$ cat config.mk
export PLATFORM = sky130hd
export DESIGN_NAME = mmb_master_flat
export DESIGN_NICKNAME = d
export VERILOG_FILES = /design/src/core/mmb_pkg.sv /design/src/core/mmb_if.sv /design/src/core/mmb_master.sv /design/src/flat_wrapper.sv
export VERILOG_INCLUDE_DIRS = /design/src /design/src/core
export SDC_FILE = /design/constraint.sdc
export NUM_CORES = 1
export LEC_CHECK = 0
export BUFFER_PORTS_ARGS = -buffer_cell sky130_fd_sc_hd__clkbuf_2
export CAP_MARGIN = 20
export CORE_MARGIN = 2
export CORE_UTILIZATION = 35
export DETAILED_ROUTE_END_ITERATION = 8
export GPL_ROUTABILITY_DRIVEN = 0
export PLACE_DENSITY_LB_ADDON = 0.25
export SLEW_MARGIN = 25
export SYNTH_ARGS = -nofsm -noshare
export SYNTH_HDL_FRONTEND = slang
export SYNTH_SLANG_ARGS = --single-unit
$ cat constraint.sdc
create_clock -name clk -period 3.75 [get_ports clk]
set_clock_uncertainty 0.15 [all_clocks]
set_input_delay 0.1875 -clock clk [delete_from_list [all_inputs] [get_ports clk]]
set_output_delay 0.1875 -clock clk [all_outputs]
set_load 0.03 [all_outputs]
$ cat src/core/mmb_cfg.svh
// constants for the memory-mapped burst lane block
`ifndef MMB_CFG_SVH
`define MMB_CFG_SVH
`define MMB_MAX_DATA_W   1024
`define MMB_MAX_LANES    128
`define MMB_DATA_W       32
`define MMB_ADDR_W       32
`define MMB_BURST_W      8
`define MMB_MEM_DEPTH    16
`endif

$ cat src/core/mmb_pkg.sv
// types shared by both ends of the memory-mapped burst link
`include "mmb_cfg.svh"
package mmb_pkg;
    typedef enum logic [2:0] {
        MMB_IDLE  = 3'b001,
        MMB_SINGL = 3'b010,
        MMB_BURST = 3'b100
    } mmb_state_t;
endpackage

$ cat src/core/mmb_if.sv
// interface joining master end and fabric end
`timescale 1ns/1ps
`include "mmb_cfg.svh"
interface mmb_if #(
    parameter int DATA_W  = `MMB_DATA_W,
    parameter int ADDR_W  = `MMB_ADDR_W,
    parameter int BURST_W = `MMB_BURST_W
) (
    input wire logic clk,
    input wire logic srst
);
    logic [ADDR_W-1:0]   address;
    logic [DATA_W/8-1:0] lane_sel;
    logic [BURST_W-1:0]  burst_len;
    logic                read;
    logic                write;
    logic [DATA_W-1:0]   wdata;
    logic [DATA_W-1:0]   rdata;
    logic                rvalid;
    logic                wait_req;
    modport master (
        input  clk, srst, rdata, rvalid, wait_req,
        output address, lane_sel, burst_len, read, write, wdata
    );
    modport fabric (
        input  clk, srst, address, lane_sel, burst_len, read, write, wdata,
        output rdata, rvalid, wait_req
    );
endinterface

$ cat src/core/mmb_master.sv
// master end: issues single and burst transfers on the link
`timescale 1ns/1ps
`include "mmb_cfg.svh"
// Notes on behaviour
// - data path configurable up to 1024 bits
// - lane mask up to 128 bits, one per byte
// - lane mask may accompany reads too
// - bursts drive every lane bit active
// - master presents full lane mask on bursts
// - address, count, mask held through burst
// - active lanes form one contiguous group
// - master issues byte addresses only
module mmb_master
    import mmb_pkg::*;
#(
    parameter int DATA_W  = `MMB_DATA_W,
    parameter int ADDR_W  = `MMB_ADDR_W,
    parameter int BURST_W = `MMB_BURST_W
) (
    // link
    mmb_if.master               bus,
    // user request
    input  wire logic              req,
    input  wire logic              req_write,
    input  wire logic [ADDR_W-1:0] req_addr,
    input  wire logic [$clog2(DATA_W/8+1)-1:0] req_bytes,
    input  wire logic [BURST_W-1:0] req_len,
    input  wire logic [DATA_W-1:0] req_wdata,
    // user response
    output logic                   busy,
    output logic                   req_error,
    output logic                   beat_done,
    output logic [DATA_W-1:0]      rsp_rdata,
    output logic                   rsp_valid
);
    localparam int LANES = DATA_W / 8;
    localparam int LW    = $clog2(LANES) > 0 ? $clog2(LANES) : 1;
    localparam int CW    = $clog2(LANES + 1);

    // parameter checks, refused at elaboration
    if (DATA_W < 8 || DATA_W > `MMB_MAX_DATA_W) begin : g_bad_width
        $error("mmb_master: DATA_W out of range");
    end
    if ((DATA_W & (DATA_W - 1)) != 0) begin : g_bad_pow2
        $error("mmb_master: DATA_W not a power of two");
    end
    if (LANES > `MMB_MAX_LANES) begin : g_bad_lanes
        $error("mmb_master: too many lanes");
    end
    if (ADDR_W <= LW) begin : g_bad_addr
        $error("mmb_master: ADDR_W too narrow for byte lanes");
    end
    if (BURST_W < 2) begin : g_bad_burst
        $error("mmb_master: BURST_W too narrow for bursts");
    end

    // single clock and reset taken from the link
    wire logic clk_w  = bus.clk;
    wire logic srst_w = bus.srst;

    // transfer bookkeeping
    mmb_state_t          state;
    logic [BURST_W-1:0]  beats_left;
    logic [BURST_W-1:0]  reads_left;
    logic [LANES-1:0]    next_mask;
    logic [LW-1:0]       lane_ofs;
    logic                size_ok;
    logic                is_burst;
    logic                accept;
    logic                legal;
    logic                start;
    logic                beat_ok;
    logic                last_beat;
    logic                burst_end;

    // lane of the byte address; one lane leaves no offset bits
    assign lane_ofs = (LANES > 1) ? req_addr[LW-1:0] : '0;

    // size a power of two, group aligned to its own size
    assign size_ok = (req_bytes != '0)
                     && ((req_bytes & (req_bytes - CW'(1))) == '0)
                     && ((CW'(lane_ofs) & (req_bytes - CW'(1))) == '0);

    // one contiguous group of lanes from the offset upwards
    for (genvar i = 0; i < LANES; i++) begin : g_lane
        assign next_mask[i] = (CW'(i) >= CW'(lane_ofs))
                              && (CW'(i) < CW'(lane_ofs) + req_bytes);
    end

    // request decode
    assign is_burst  = (req_len > BURST_W'(1));
    assign accept    = req && (state == MMB_IDLE);
    // a burst carries every lane, so it must start on a word boundary
    assign legal     = is_burst ? (lane_ofs == '0) : size_ok;
    assign start     = accept && legal;
    assign beat_ok   = !bus.wait_req && (bus.read || bus.write);
    assign last_beat = beat_ok && (bus.read || beats_left == BURST_W'(1));
    assign burst_end = (state == MMB_BURST)
                       && beats_left == '0 && reads_left == '0;

    // transfer state
    always_ff @(posedge clk_w) begin
        if (srst_w) begin
            state <= MMB_IDLE;
        end else begin
            unique case (state)
                MMB_IDLE: begin
                    if (accept && legal)
                        state <= is_burst ? MMB_BURST : MMB_SINGL;
                end
                MMB_SINGL: begin
                    if (!bus.wait_req && bus.write)
                        state <= MMB_IDLE;
                    else if (bus.rvalid)
                        state <= MMB_IDLE;
                end
                MMB_BURST: begin
                    if (beats_left == '0 && reads_left == '0)
                        state <= MMB_IDLE;
                end
                default: state <= MMB_IDLE;
            endcase
        end
    end

    // address, count and data loaded once, held to the final beat
    always_ff @(posedge clk_w) begin
        if (srst_w) begin
            bus.address   <= '0;
            bus.burst_len <= '0;
            bus.wdata     <= '0;
        end else if (start) begin
            bus.address   <= req_addr;
            bus.burst_len <= is_burst ? req_len : BURST_W'(1);
            bus.wdata     <= req_wdata;
        end
    end

    // lane mask: every lane on bursts, cleared once a burst is over
    always_ff @(posedge clk_w) begin
        if (srst_w) begin
            bus.lane_sel <= '0;
        end else if (start) begin
            bus.lane_sel <= is_burst ? '1 : next_mask;
        end else if (burst_end) begin
            bus.lane_sel <= '0;
        end
    end

    // strobes stand until the fabric takes the beat
    // a single transfer or a read burst ends after its one command
    always_ff @(posedge clk_w) begin
        if (srst_w) begin
            bus.read  <= 1'b0;
            bus.write <= 1'b0;
        end else if (start) begin
            bus.read  <= !req_write;
            bus.write <= req_write;
        end else if (last_beat) begin
            bus.read  <= 1'b0;
            bus.write <= 1'b0;
        end
    end

    // beats still to hand over; a read burst is a single command
    // a stalled beat leaves address, count and mask untouched
    always_ff @(posedge clk_w) begin
        if (srst_w) begin
            beats_left <= '0;
        end else if (start) begin
            beats_left <= is_burst ? req_len : BURST_W'(1);
        end else if (beat_ok) begin
            beats_left <= bus.read ? '0 : beats_left - BURST_W'(1);
        end
    end

    // read beats still to come back from the fabric
    always_ff @(posedge clk_w) begin
        if (srst_w) begin
            reads_left <= '0;
        end else if (start) begin
            reads_left <= req_write ? '0
                          : (is_burst ? req_len : BURST_W'(1));
        end else if (bus.rvalid && reads_left != '0) begin
            reads_left <= reads_left - BURST_W'(1);
        end
    end

    // user side status
    always_ff @(posedge clk_w) begin
        if (srst_w) begin
            busy      <= 1'b0;
            req_error <= 1'b0;
            beat_done <= 1'b0;
            rsp_rdata <= '0;
            rsp_valid <= 1'b0;
        end else begin
            busy      <= (state != MMB_IDLE) || (accept && legal);
            req_error <= accept && !legal;
            beat_done <= bus.write && !bus.wait_req;
            rsp_valid <= bus.rvalid;
            if (bus.rvalid)
                rsp_rdata <= bus.rdata;
        end
    end
endmodule

$ cat src/flat_wrapper.sv
// flat-port wrapper written by rule: the top's interface ports become plain ports
module mmb_master_flat import mmb_pkg::*;
#(
    parameter int DATA_W  = `MMB_DATA_W,
    parameter int ADDR_W  = `MMB_ADDR_W,
    parameter int BURST_W = `MMB_BURST_W
)
  (req, req_write, req_addr, req_bytes, req_len, req_wdata, busy, req_error, beat_done, rsp_rdata, rsp_valid, clk, srst, bus_rdata, bus_rvalid, bus_wait_req, bus_address, bus_lane_sel, bus_burst_len, bus_read, bus_write, bus_wdata);
  mmb_if #(.DATA_W(DATA_W), .ADDR_W(ADDR_W), .BURST_W(BURST_W)) bus_i (.clk(clk), .srst(srst));
  input  wire logic req;
  input  wire logic req_write;
  input  wire logic [ADDR_W-1:0] req_addr;
  input  wire logic [$clog2(DATA_W/8+1)-1:0] req_bytes;
  input  wire logic [BURST_W-1:0] req_len;
  input  wire logic [DATA_W-1:0] req_wdata;
  output logic busy;
  output logic req_error;
  output logic beat_done;
  output logic [DATA_W-1:0] rsp_rdata;
  output logic rsp_valid;
  input wire logic clk;
  input wire logic srst;
  input wire logic [$bits(bus_i.rdata)-1:0] bus_rdata;
  input wire logic [$bits(bus_i.rvalid)-1:0] bus_rvalid;
  input wire logic [$bits(bus_i.wait_req)-1:0] bus_wait_req;
  output wire logic [$bits(bus_i.address)-1:0] bus_address;
  output wire logic [$bits(bus_i.lane_sel)-1:0] bus_lane_sel;
  output wire logic [$bits(bus_i.burst_len)-1:0] bus_burst_len;
  output wire logic [$bits(bus_i.read)-1:0] bus_read;
  output wire logic [$bits(bus_i.write)-1:0] bus_write;
  output wire logic [$bits(bus_i.wdata)-1:0] bus_wdata;
  assign bus_i.rdata = bus_rdata;
  assign bus_i.rvalid = bus_rvalid;
  assign bus_i.wait_req = bus_wait_req;
  assign bus_address = bus_i.address;
  assign bus_lane_sel = bus_i.lane_sel;
  assign bus_burst_len = bus_i.burst_len;
  assign bus_read = bus_i.read;
  assign bus_write = bus_i.write;
  assign bus_wdata = bus_i.wdata;
  mmb_master #(.DATA_W(DATA_W), .ADDR_W(ADDR_W), .BURST_W(BURST_W)) u_core (.bus(bus_i), .req(req), .req_write(req_write), .req_addr(req_addr), .req_bytes(req_bytes), .req_len(req_len), .req_wdata(req_wdata), .busy(busy), .req_error(req_error), .beat_done(beat_done), .rsp_rdata(rsp_rdata), .rsp_valid(rsp_valid));
endmodule
======== Word level (Yosys, flattened, before mapping) ========
Cells that the tools add are included.
storage, ports and cells
  register bits ........................... 133
operators by class
  add/subtract/negate cells ............... 4
  magnitude comparators ................... 8
  equality and inequality tests ........... 8
  mux-type cells .......................... 20
  bitwise logic cells ..................... 2
  reduce and logical (&&, ||, !) cells .... 33
operator list
  cell                 count
  $mux 8               7
  $logic_not 8->1      2
  $sub 8x1->8 const B  2
  $logic_and 1x1->1    15
  $mux 3               5
  $mux 4               3
  $pmux 3 s3           1
  $eq 8x1->1 const B   1
  $gt 8x1->1 const B   1
  $reduce_bool 2->1    4
  $reduce_bool 8->1    1
  $logic_not 3->1      2
  $lt 1x3->1 const A   2
  $lt 2x3->1 const A   2
  $ge 1x2->1 const A   2
  $mux 1               4
  $add 2x3->3          1
  $and 2x3->3          1
  $and 3x3->3          1
  $eq 3x1->1 const B   1
  $eq 3x2->1 const B   1
  $eq 3x3->1 const B   1
  $logic_not 1->1      3
  $logic_or 1x1->1     3
  other kinds (9)      9

======== Longest topological paths before layout ========
Gate-level depths: netlist of the first run.
  depth after elaboration ................. 9
  depth in mapped cells ................... 9
  mapped depth without buffers ............ 8

======== Least setup slack after synthesis of the first run ========
OpenSTA, ideal clock, no wires.
  path type ............................... reg2reg
  start point ............................. reg u_core.bus.write
  end point ............................... reg u_core.beats_left[7]
  library setup time ...................... 0.124 ns
  arrival time ............................ 1.828 ns
  data required time ...................... 3.476 ns
  setup slack ............................. 1.648 ns
  stages on the path, launching flop included .. 6
  path buffers ............................ 1
  period minus slack after synthesis ...... 2.102 ns
  path through ............................ dfxtp_1 -> buf_4 -> or3b_2 -> or4_1 -> a32oi_1 -> a211oi_1
on the way
  word-level cells in the longest chain between the ends .. 3
ends and longest elaborated chain
  item                         line               text
  start: declaration           mmb_if.sv:23       output address, lane_sel, burst_len, read, write, wdata
  start signal: assignment     mmb_master.sv:158  bus.write <= req_write;
  $logic_or 1x1->1             mmb_master.sv:96   assign beat_ok = !bus.wait_req && (bus.read || bus.write);
  $logic_and 1x1->1            mmb_master.sv:96
  $reduce_bool 2->1 (no line)  -
  end signal: assignment       mmb_master.sv:171  beats_left <= is_burst ? req_len : BURST_W'(1);
  end signal: assignment       mmb_master.sv:173  beats_left <= bus.read ? '0 : beats_left - BURST_W'(1);
  end: declaration             mmb_master.sv:63   logic [BURST_W-1:0] beats_left;
No other way between the ends.
A chain may end at the register's enable or synchronous reset.

======== Worst setup path after layout of the first run ========
  start point ............................. in req_addr[0]
  end point ............................... reg u_core.bus.wdata[9]
on the way
  word-level cells in the longest chain between the ends .. 5
  elaborated cells between the ends (all ways) .. 6
  classes of those cells .................. mux (1); bitwise (1); reduce/logical (4)
ends and longest elaborated chain
  item                    line                text
  start: declaration      flat_wrapper.sv:12  input wire logic [ADDR_W-1:0] req_addr;
  $and 2x3->3             mmb_master.sv:82    && ((CW'(lane_ofs) & (req_bytes - CW'(1))) == '0);
  $logic_not 3->1         mmb_master.sv:82
  $logic_and 1x1->1       mmb_master.sv:82
  $mux 1 *                mmb_master.sv:94    assign legal = is_burst ? (lane_ofs == '0) : size_ok;
  $logic_and 1x1->1 *     mmb_master.sv:95    assign start = accept && legal;
  end signal: assignment  mmb_master.sv:135   bus.wdata <= req_wdata;
  end: declaration        mmb_if.sv:23
Mark *: on every way between the ends. The rest lies on a longest branch, timed or not.

==> results of run 1 <==
-- repair_timing --
item / CTS / global route
endpoints found under the hold margin: 116 / 0
hold buffers: 106 / 0
gates resized for setup: 0 / 0
setup buffers: 0 / 0
endpoints found under the setup margin: 0 / 0
-- per-layer routing --
layer / up-vias / wire length [µm]
li1: 2945 / -
met1: 2789 / 7730
met2: 232 / 8700
met3: 27 / 1050
met4: 0 / 339
met5: - / 0
-- cells by family (layout without fill, tap and decap cells) --
| family | Yosys count | after routing |
|---|---|---|
| fa+ha+maj | 11 | 11 |
| compound gates | 206 | 206 |
| mux | 36 | 36 |
| flops | 133 | 133 |
| simple gates | 191 | 191 |
| buf+inv | 70 | 383 |
| xor+xnor | 4 | 4 |
-- worst max-delay path: cells and delay by family --
family                   cells  cell delay, ps
multiplexers                 1             600
adder cells (fa/ha/maj)      1             210
AO/OA/AOI/OAI                1             150
buffers and inverters        3            1130
AND/OR/NAND/NOR              3             500
-- path summary, 6_finish.rpt --
kind,end,startpoint,depth (start not counted),slack (ps)
min reg2reg,u_core.bus.burst_len[1],u_core.bus.burst_len[1],2,320
max,u_core.bus.wdata[9],req_addr[0],9,1120
min,u_core.reads_left[1],bus_rvalid,4,40
max reg2reg,u_core.bus.burst_len[0],u_core.state[0],5,1530
-- sequential cells by signal, indices dropped and copies added, names as in the netlist --
name / count
u_core.beats_left: 8
u_core.rsp_rdata: 32
u_core.req_error: 1
u_core.bus.wdata: 32
u_core.bus.lane_sel: 4
u_core.bus.burst_len: 8
u_core.reads_left: 8
u_core.busy: 1
u_core.state: 3
u_core.rsp_valid: 1
u_core.bus.address: 32
u_core.bus.write: 1
u_core.beat_done: 1
u_core.bus.read: 1
-- final cells by class --
type	instances	area, µm²	area share, %
flip-flops and latches	133	2660	31.1
multi-input cells	448	2710	31.7
inverters	11	41.3	0.482
repair buffers	340	2250	26.3
clock buffers	20	467	5.45
well taps	216	270	3.16
clock inverters	12	151	1.77
-- metrics by stage --
stage | hold WS [ps] | total power, mW | setup slack (ps) | area [µm²] | instances
after global routing | 75.8 | 4.36 | 927 | 8560 | 1180
after global placement | 271 | 2.36 | 1200 | 6880 | 1042
final | 39.9 | 4.16 | 1120 | 8560 | 1180
after detailed placement | 279 | 2.37 | 1150 | 6880 | 1042
after CTS | 25.7 | 4.20 | 1110 | 8560 | 1180
after floorplan | 185 | 2.15 | 1650 | 5720 | 651
-- where the power goes --
group	switching (mW)	leakage (nW)	internal (mW)
Sequential	0.0725	1.09	1.51
Combinational	0.488	2.32	0.360
Clock	0.631	0.302	1.10
-- layout by cell type, fill, tap and decap left out, types with 5 or more instances in the layout --
cell	instances
mux2i_1	34
nand2b_1	5
buf_4	9
nand3_1	77
nand4_1	5
clkbuf_2	225
o21ai_0	37
nand2_1	12
a211oi_1	7
inv_1	11
ha_1	10
dlygate4sd3_1	106
a21oi_1	89
clkbuf_16	17
nor3_1	11
o21ai_1	41
nor2_1	48
dfxtp_1	133
==> out/metrics.yaml, run 1 <==
status:
  status: "finished clean"
cts:
  clk_path_buf_depth: 2
  cts-root-buf: "clkbuf_16"
  cts_made_buffers: 17
  clock_sinks: 133
  cts-htree-levels: 4
  clkSlewWorstSetupHoldPaths_ps: 50
  cts_tree: "yes"
  clk_latency_ps: 410
logic_synthesis:
  synth_cell_types: 64
  yosys_register_bits: 133
  synth_area_mm2: 0.00572
  postSynthCellCount: 651
  synth_fa_ha_area_share_pct: 2.54
  yosys_warnings: 0
  synth_common_cells: "133 x dfxtp_1, 89 x a21oi_1, 77 x nand3_1"
  synthArstFlopShare_pct: 0
  muxShareOfSynthArea_pct: 6.61
  synth_xor_area_share_pct: 0.613
  synth-compound-area-share_pct: 20.4
  synth_edf_count: 0
  ys_seq_area_share_pct: 46.6
  synth_ff_type: "dfxtp_1"
  syn_area_per_cell_um2: 8.78
  yosysMostFrequentCell: "dfxtp_1"
  synthSimpleGateAreaFrac_pct: 17.2
  syn_nets: 775
  synth_top_family_by_area: "compound AO/OA/AOI/OAI gates"
  synthTopCellsByArea: "dfxtp_1 47%, a21oi_1 7.8%, nand3_1 6.7%"
  synthDominantCellAreaShare_pct: 46.6
  yosys.area.top_type: "dfxtp_1"
timing:
  max_slew_margin_pct: 42.6
  report.final.slew_viol_count: 0
  grt_setup_unrepaired: "no"
  setup_viol: 0
  fmax_ghz: 0.380
  fin_crit_ps: 2630
  fin_crit_sh_pct: 70.2
  fin_tns_setup_ps: 0
  hold_viol: 0
  worst_slew_pin_slew_ps: 861
worst_setup_path:
  crit_path_max_fanout: 57
  cp_data_required_time_ps: 3940
  crit_path_end_kind: "flip-flop"
  start_kind: "input port"
  critPathSlowestCell: "mux2_4"
  slowest_delay_ps: 600
  crit_type: "in -> reg"
  arrival_ps: 2820
  cp_cell_sequence: "dlygate4sd3_1 > clkbuf_2 > ha_1 > nor2_1 > and4_1 > mux2_4 > buf_4 > nand3_1 > a21oi_1"
worst_hold_path:
  min_path_type: "in -> reg"
final_layout:
  antenna_cells: 0
  area_growth_syn_to_layout_pct: 49.7
  drive_above_1_share_pct: 29.1
  fin_nets: 1075
  fin_util_pct: 53.7
  n_fill_cell: 1478
floorplan:
  fp-row-count: 46
  fp.dieW_um: 132
  dieHeight_um: 132
  core-area_mm2: 0.0159
  pin_count: 227
  die_area_mm2: 0.0174
  start_util_pct: 35.8
global_routing:
  grt_max_degree: 81
  busiest_layer: "met2"
  antenna_found_initial: 0
  grt_pass1_wl_um: 28800
  grtUsageTotal_pct: 20.3
  grtUsageMet3_pct: 5.27
  grt_pass1_vias: 5794
  overflow: 0
  use_met2_pct: 35.0
  grt_use_met1_pct: 24.3
routing:
  routed_wl_um: 17800
  wl_per_cell_um: 15.1
  first_iter_violations: 404
  via_per_inst: 5.08
  num_vias: 5993
  drtAntennaViolNets: 0
  drt-pass1-iter-count: 5
  drc: 0
job:
  drv_cap: 0
power:
  ir_drop_v: 0.000325
  power.density_mw_per_mm2: 486
  p_leak_nw: 3.71
placed_design:
  place_hpwl_um: 11000
  port_buffers: 226
Power figures use the tool's default switching activity.
==> run 2, diff against run 1 <==
clock period = 2.1 ns   (was 3.75 ns; I/O delays follow)
==> run 2 against run 1 <==
- sequential power grew 79%
- critical path type is now reg -> reg
- via count is essentially flat
- die area is the same
- critical endpoint is now u_core.beats_left[7]
- combinational power grew 91%
- clock power grew 64%
- cell count grew 1.5%
- register-to-register slack lost 1400 ps
- final area grew 2.0%
==> out/metrics.yaml, run 2 (same netlist as run 1, synthesis figures left out) <==
timing:
  max_slew_margin_pct: 63.2  # +21 points
  setup_viol: 0  # unchanged
  hold_viol: 0  # unchanged
  fin_crit_sh_pct: 95.5
  fin_tns_setup_ps: 0  # unchanged
  grt_setup_unrepaired: "yes"
  report.final.slew_viol_count: 0  # unchanged
  worst_slew_pin_slew_ps: 551  # -310 ps
  fmax_ghz: 0.499
  fin_crit_ps: 2000
placed_design:
  port_buffers: 226  # unchanged
  place_hpwl_um: 11400  # +3.6%
  place_area_mm2: 0.00706  # +2.6%
floorplan:
  start_util_pct: 35.8  # unchanged
  pin_count: 227  # unchanged
  die_area_mm2: 0.0174  # unchanged
  fp.dieW_um: 132  # unchanged
  core-area_mm2: 0.0159  # unchanged
  fp-row-count: 46  # unchanged
  dieHeight_um: 132  # unchanged
worst_hold_path:
  hold_start: "req_addr[0]"
  hold-path-endpoint: "u_core.bus.lane_sel[2]"
  min_path_type: "in -> reg"
  hold_depth: 5  # +1
final_layout:
  fin_area_mm2: 0.00873  # +2.0%
  layout_commonest_cell: "clkbuf_2"
  area_growth_syn_to_layout_pct: 52.7
  fin_nets: 1093  # +1.7%
  final_cell_mix: "225 x clkbuf_2, 132 x dfxtp_1, 108 x dlygate4sd3_1, 89 x a21oi_1, 77 x nand3_1"
  largestRegisters: "u_core.bus.address (32), u_core.bus.wdata (32), u_core.rsp_rdata (32)"
  antenna_cells: 0  # unchanged
  drive_above_1_share_pct: 30.2  # +1.1 points
job:
  drv_cap: 0  # unchanged
routing:
  routed_wl_um: 18500  # +3.7%
  drtAntennaViolNets: 0  # unchanged
  wl_per_cell_um: 15.4  # +2.2%
  drc: 0  # unchanged
  num_vias: 5998  # +0.083%
  first_iter_violations: 359  # -11%
  via_per_inst: 5.01  # -1.4%
  drt-pass1-iter-count: 5  # unchanged
global_routing:
  overflow: 0  # unchanged
  grt_pass1_vias: 5781  # -0.22%
  grt_pass1_wl_um: 29800  # +3.3%
  grt_max_degree: 86  # +6.2%
  grtUsageTotal_pct: 20.9  # +0.54 points
  antenna_found_initial: 0  # unchanged
worst_setup_path:
  crit_path_max_fanout: 6  # -89%
  rrSetupSlack_ps: 100  # -1430 ps
  timing.rr.end: "u_core.beats_left[7]"
  crit_type: "reg -> reg"
  crit_path_end_kind: "flip-flop"
  cp_data_required_time_ps: 2230  # -1710 ps
  arrival_ps: 2140  # -680 ps
  start_kind: "flip-flop"
  ff2ff_path_depth: 4  # -1
  r2r-start: "u_core.beats_left[2]"
cts:
  clkSlewWorstSetupHoldPaths_ps: 60  # about the same
  cts_tree: "yes"
  clk_path_buf_depth: 2  # unchanged
  clock_sinks: 133  # unchanged
  clk_latency_ps: 410  # about the same
  cts-htree-levels: 4  # unchanged
  cts_made_buffers: 17  # unchanged
  cts-root-buf: "clkbuf_16"
power:
  power.density_mw_per_mm2: 834  # +72%
  ir_drop_v: 0.000524  # +61%
  p_leak_nw: 3.80  # +2.4%
status:
  status: "finished clean"
==> run 2: cell types whose count changed in the layout (fill, tap and decap cells not counted), moves of 2 or more <==
cell | before | now
buf_4 | 9 | 19
buf_12 | 0 | 5
clkbuf_1 | 0 | 3
bufinv_16 | 3 | 1
dlygate4sd3_1 | 106 | 108
==> run 2: worst max path at each step <==
| stage | start | to | slack, ps |
|---|---|---|---|
| 2_1_floorplan | u_core.bus.write | u_core.beats_left[7] | 110 |
| 3_3_place_gp | req_bytes[0] | u_core.bus.lane_sel[3] | -5 |
| 3_5_place_dp | req_bytes[0] | u_core.bus.burst_len[3] | -20 |
| 4_1_cts | req_len[3] | u_core.bus.burst_len[3] | 40 |
| 5_1_grt | req_len[7] | u_core.bus.wdata[14] | -40 |
| 6_report | u_core.beats_left[2] | u_core.beats_left[7] | 100 |
==> run 2: per-stage QoR <==
stage | utilization, % | hold slack (ps) | instances | worst slack [ps] | total power, mW
after floorplan | - | 95.2 | 651 | 114 | 3.84
after global placement | 44.3 | 187 | 1057 | -5.22 | 4.32
after CTS | 54.6 | 41.3 | 1197 | 42.3 | 7.33
after global routing | 54.7 | 104 | 1198 | -41.8 | 7.66
after detailed placement | 44.3 | 197 | 1057 | -23.4 | 4.31
final | 54.7 | 53.3 | 1198 | 95.4 | 7.28
==> run 2: power by group <==
group / switching [mW] / leakage (nW) / internal [mW] / total (mW)
Sequential: 0.133 / 1.09 / 2.69 / 2.83
Combinational: 0.901 / 2.44 / 0.718 / 1.62
Clock: 1.09 / 0.276 / 1.75 / 2.84
Total: 2.12 / 3.80 / 5.16 / 7.28
==> run 2: what timing repair did <==
action                                  in CTS  in global routing
hold buffers                               108                  0
setup buffers                                0                  1
hold endpoints to repair                   122                  0
resized for setup                            0                  4
endpoints found under the setup margin       0                 41
==> run 2: metal layers <==
metal / share of wire (%) / global-route usage (%)
met5: 0 / 0
met2: 47 / 34.9
met1: 45 / 26.2
met4: 2.3 / 7.97
met3: 5.4 / 4.81
==> run 2: layout make-up <==
type / count / area [µm²]
Clock buffer: 24 / 492
Multi-Input combinational cell: 448 / 2730
Clock inverter: 8 / 73.8
Timing Repair Buffer: 358 / 2460
Inverter: 11 / 41.3
Tap cell: 216 / 270
Fill cell: 1482 / 7210
Sequential cell: 133 / 2660
==> run 2: worst max-delay path, cell delays in order (launching register included) <==
cell      delay (ps)
dfxtp_1          350
or4_4            570
or4_1            480
a32oi_1          230
a211oi_1          90
==> run 3, diff against run 2 <==
RECOVER_POWER = 50   (was unset)
==> run 3 against run 2 <==
- maximum frequency is 0.26% higher
- final area is 1.2% lower
- clock power hardly changed
- worst setup slack better by 5.2 ps
- global-route usage stayed put
- total power is 0.11% lower
- sequential cell count stayed put
- register-to-register slack hardly changed
- via count is 0.37% higher
- cell count stayed put
- critical endpoint unchanged
- largest cell class unchanged
- largest power group unchanged
- highest routed layer unchanged
==> out/metrics.yaml, run 3 (same netlist as run 1, synthesis figures left out) <==
final_layout:
  layout_commonest_cell: "clkbuf_2"
  final_cell_mix: "139 x clkbuf_2, 132 x dfxtp_1, 108 x dlygate4sd3_1, 89 x a21oi_1, 89 x clkbuf_1"
  largestRegisters: "u_core.bus.address (32), u_core.bus.wdata (32), u_core.rsp_rdata (32)"
  antenna_cells: 0  # unchanged
  drive_above_1_share_pct: 21.5  # -8.8 points
  area_growth_syn_to_layout_pct: 50.8
  fin_util_pct: 54.1  # -0.68 points
  fin_area_mm2: 0.00862  # -1.2%
  fin_cells: 1198  # unchanged
  fin_nets: 1093  # unchanged
global_routing:
  grtUsageTotal_pct: 20.9  # unchanged
  grt_pass1_wl_um: 29800  # unchanged
  grt_max_degree: 86  # unchanged
  antenna_found_initial: 0  # unchanged
  overflow: 0  # unchanged
  grt_pass1_vias: 5781  # unchanged
cts:
  cts-htree-levels: 4  # unchanged
  clock_sinks: 133  # unchanged
  cts_made_buffers: 17  # unchanged
  clk_latency_ps: 410  # about the same
  clk_path_buf_depth: 2  # unchanged
  cts_tree: "yes"
  cts-root-buf: "clkbuf_16"
  clkSlewWorstSetupHoldPaths_ps: 60  # about the same
worst_hold_path:
  min_path_type: "in -> reg"
  hold-path-endpoint: "u_core.bus.lane_sel[2]"
  hold_depth: 5  # unchanged
  hold_start: "req_addr[0]"
worst_setup_path:
  slowest_delay_ps: 570  # about the same
  crit_type: "reg -> reg"
  cp_cell_sequence: "or4_4 > or4_1 > a32oi_1 > a211oi_1"
  path_depth: 4  # unchanged
  ff2ff_path_depth: 4  # unchanged
  cpLargestDelayFamily: "simple AND/OR/NAND/NOR gates"
  r2r-start: "u_core.beats_left[2]"
  start_kind: "flip-flop"
  rrSetupSlack_ps: 100  # about the same
  arrival_ps: 2130  # about the same
  cp_data_required_time_ps: 2230  # about the same
  critPathSlowestCell: "or4_4"
  crit_start: "u_core.beats_left[2]"
  crit_path_max_fanout: 6  # unchanged
  worst-path-buf-inv: 0  # unchanged
  crit_path_end_kind: "flip-flop"
  timing.rr.end: "u_core.beats_left[7]"
job:
  drv_cap: 0  # unchanged
timing:
  hold_ws_ps: 56.0  # +2.65 ps
  fin_crit_ps: 2000  # -5.21 ps
  fmax_ghz: 0.500  # +0.26%
  grt_setup_unrepaired: "yes"
  fin_crit_sh_pct: 95.2  # -0.25 points
  max_slew_margin_pct: 63.2  # about the same
  hold_viol: 0  # unchanged
  report.final.slew_viol_count: 0  # unchanged
  setup_viol: 0  # unchanged
  worst_slew_pin_slew_ps: 552  # +0.895 ps
  fin_ws_ps: 101  # +5.21 ps
  fin_tns_setup_ps: 0  # unchanged
placed_design:
  place_hpwl_um: 11400  # unchanged
  place_area_mm2: 0.00706  # unchanged
  port_buffers: 226  # unchanged
  place_inst: 1057  # unchanged
  dp_slack_ps: -23.4  # unchanged
floorplan:
  fp.dieW_um: 132  # unchanged
  dieHeight_um: 132  # unchanged
  fp-row-count: 46  # unchanged
  start_util_pct: 35.8  # unchanged
  die_area_mm2: 0.0174  # unchanged
  core-area_mm2: 0.0159  # unchanged
  pin_count: 227  # unchanged
routing:
  drt-pass1-iter-count: 5  # unchanged
  via_per_inst: 5.03  # +0.37%
  num_vias: 6020  # +0.37%
  drc: 0  # unchanged
  routed_wl_um: 18600  # +0.64%
  first_iter_violations: 366  # +1.9%
  wl_per_cell_um: 15.5  # +0.64%
  drtAntennaViolNets: 0  # unchanged
power:
  power.density_mw_per_mm2: 844  # +1.1%
  ir_drop_v: 0.000525  # +0.33%
  p_leak_nw: 3.51  # -7.7%
  total_power_mw: 7.28  # -0.11%
status:
  status: "finished clean"
run 3: timing repair:
action | in CTS | in global routing
endpoints found under the setup margin | 0 | 41
hold endpoints to repair | 122 | 0
hold buffers | 108 | 0
resized for setup | 0 | 4
setup buffers | 0 | 1
run 3: cell type report:
type	count	area (µm²)
Clock buffer	24	492
Clock inverter	8	73.8
Fill cell	1541	7320
Inverter	11	41.3
Multi-Input combinational cell	448	2730
Sequential cell	133	2660
Tap cell	216	270
Timing Repair Buffer	358	2350
run 3: worst max-delay path by stage:
stage / endpoint / slack [ps]
6_report: u_core.beats_left[7] / 100
5_1_grt: u_core.bus.wdata[14] / -40
4_1_cts: u_core.bus.burst_len[3] / 40
3_5_place_dp: u_core.bus.burst_len[3] / -20
3_3_place_gp: u_core.bus.lane_sel[3] / -5
2_1_floorplan: u_core.beats_left[7] / 110
run 3: report_power, final:
group          internal, mW  leakage, nW  switching [mW]
Combinational         0.701         2.14           0.904
Clock                  1.75        0.276            1.10
Sequential             2.69         1.09           0.133
run 3: per-layer routing:
layer	global-route usage, %	vias to the layer above	wire, µm
met4	7.97	0	397
met1	26.2	2781	8570
met3	4.81	30	940
met5	0	-	0
met2	34.9	220	8700
li1	-	2989	-
run 3: worst reg2reg max path: stages, from the launching register on:
cell and delay, ps:
dfxtp_1 350, or4_4 570, or4_1 480, a32oi_1 230
a211oi_1 90
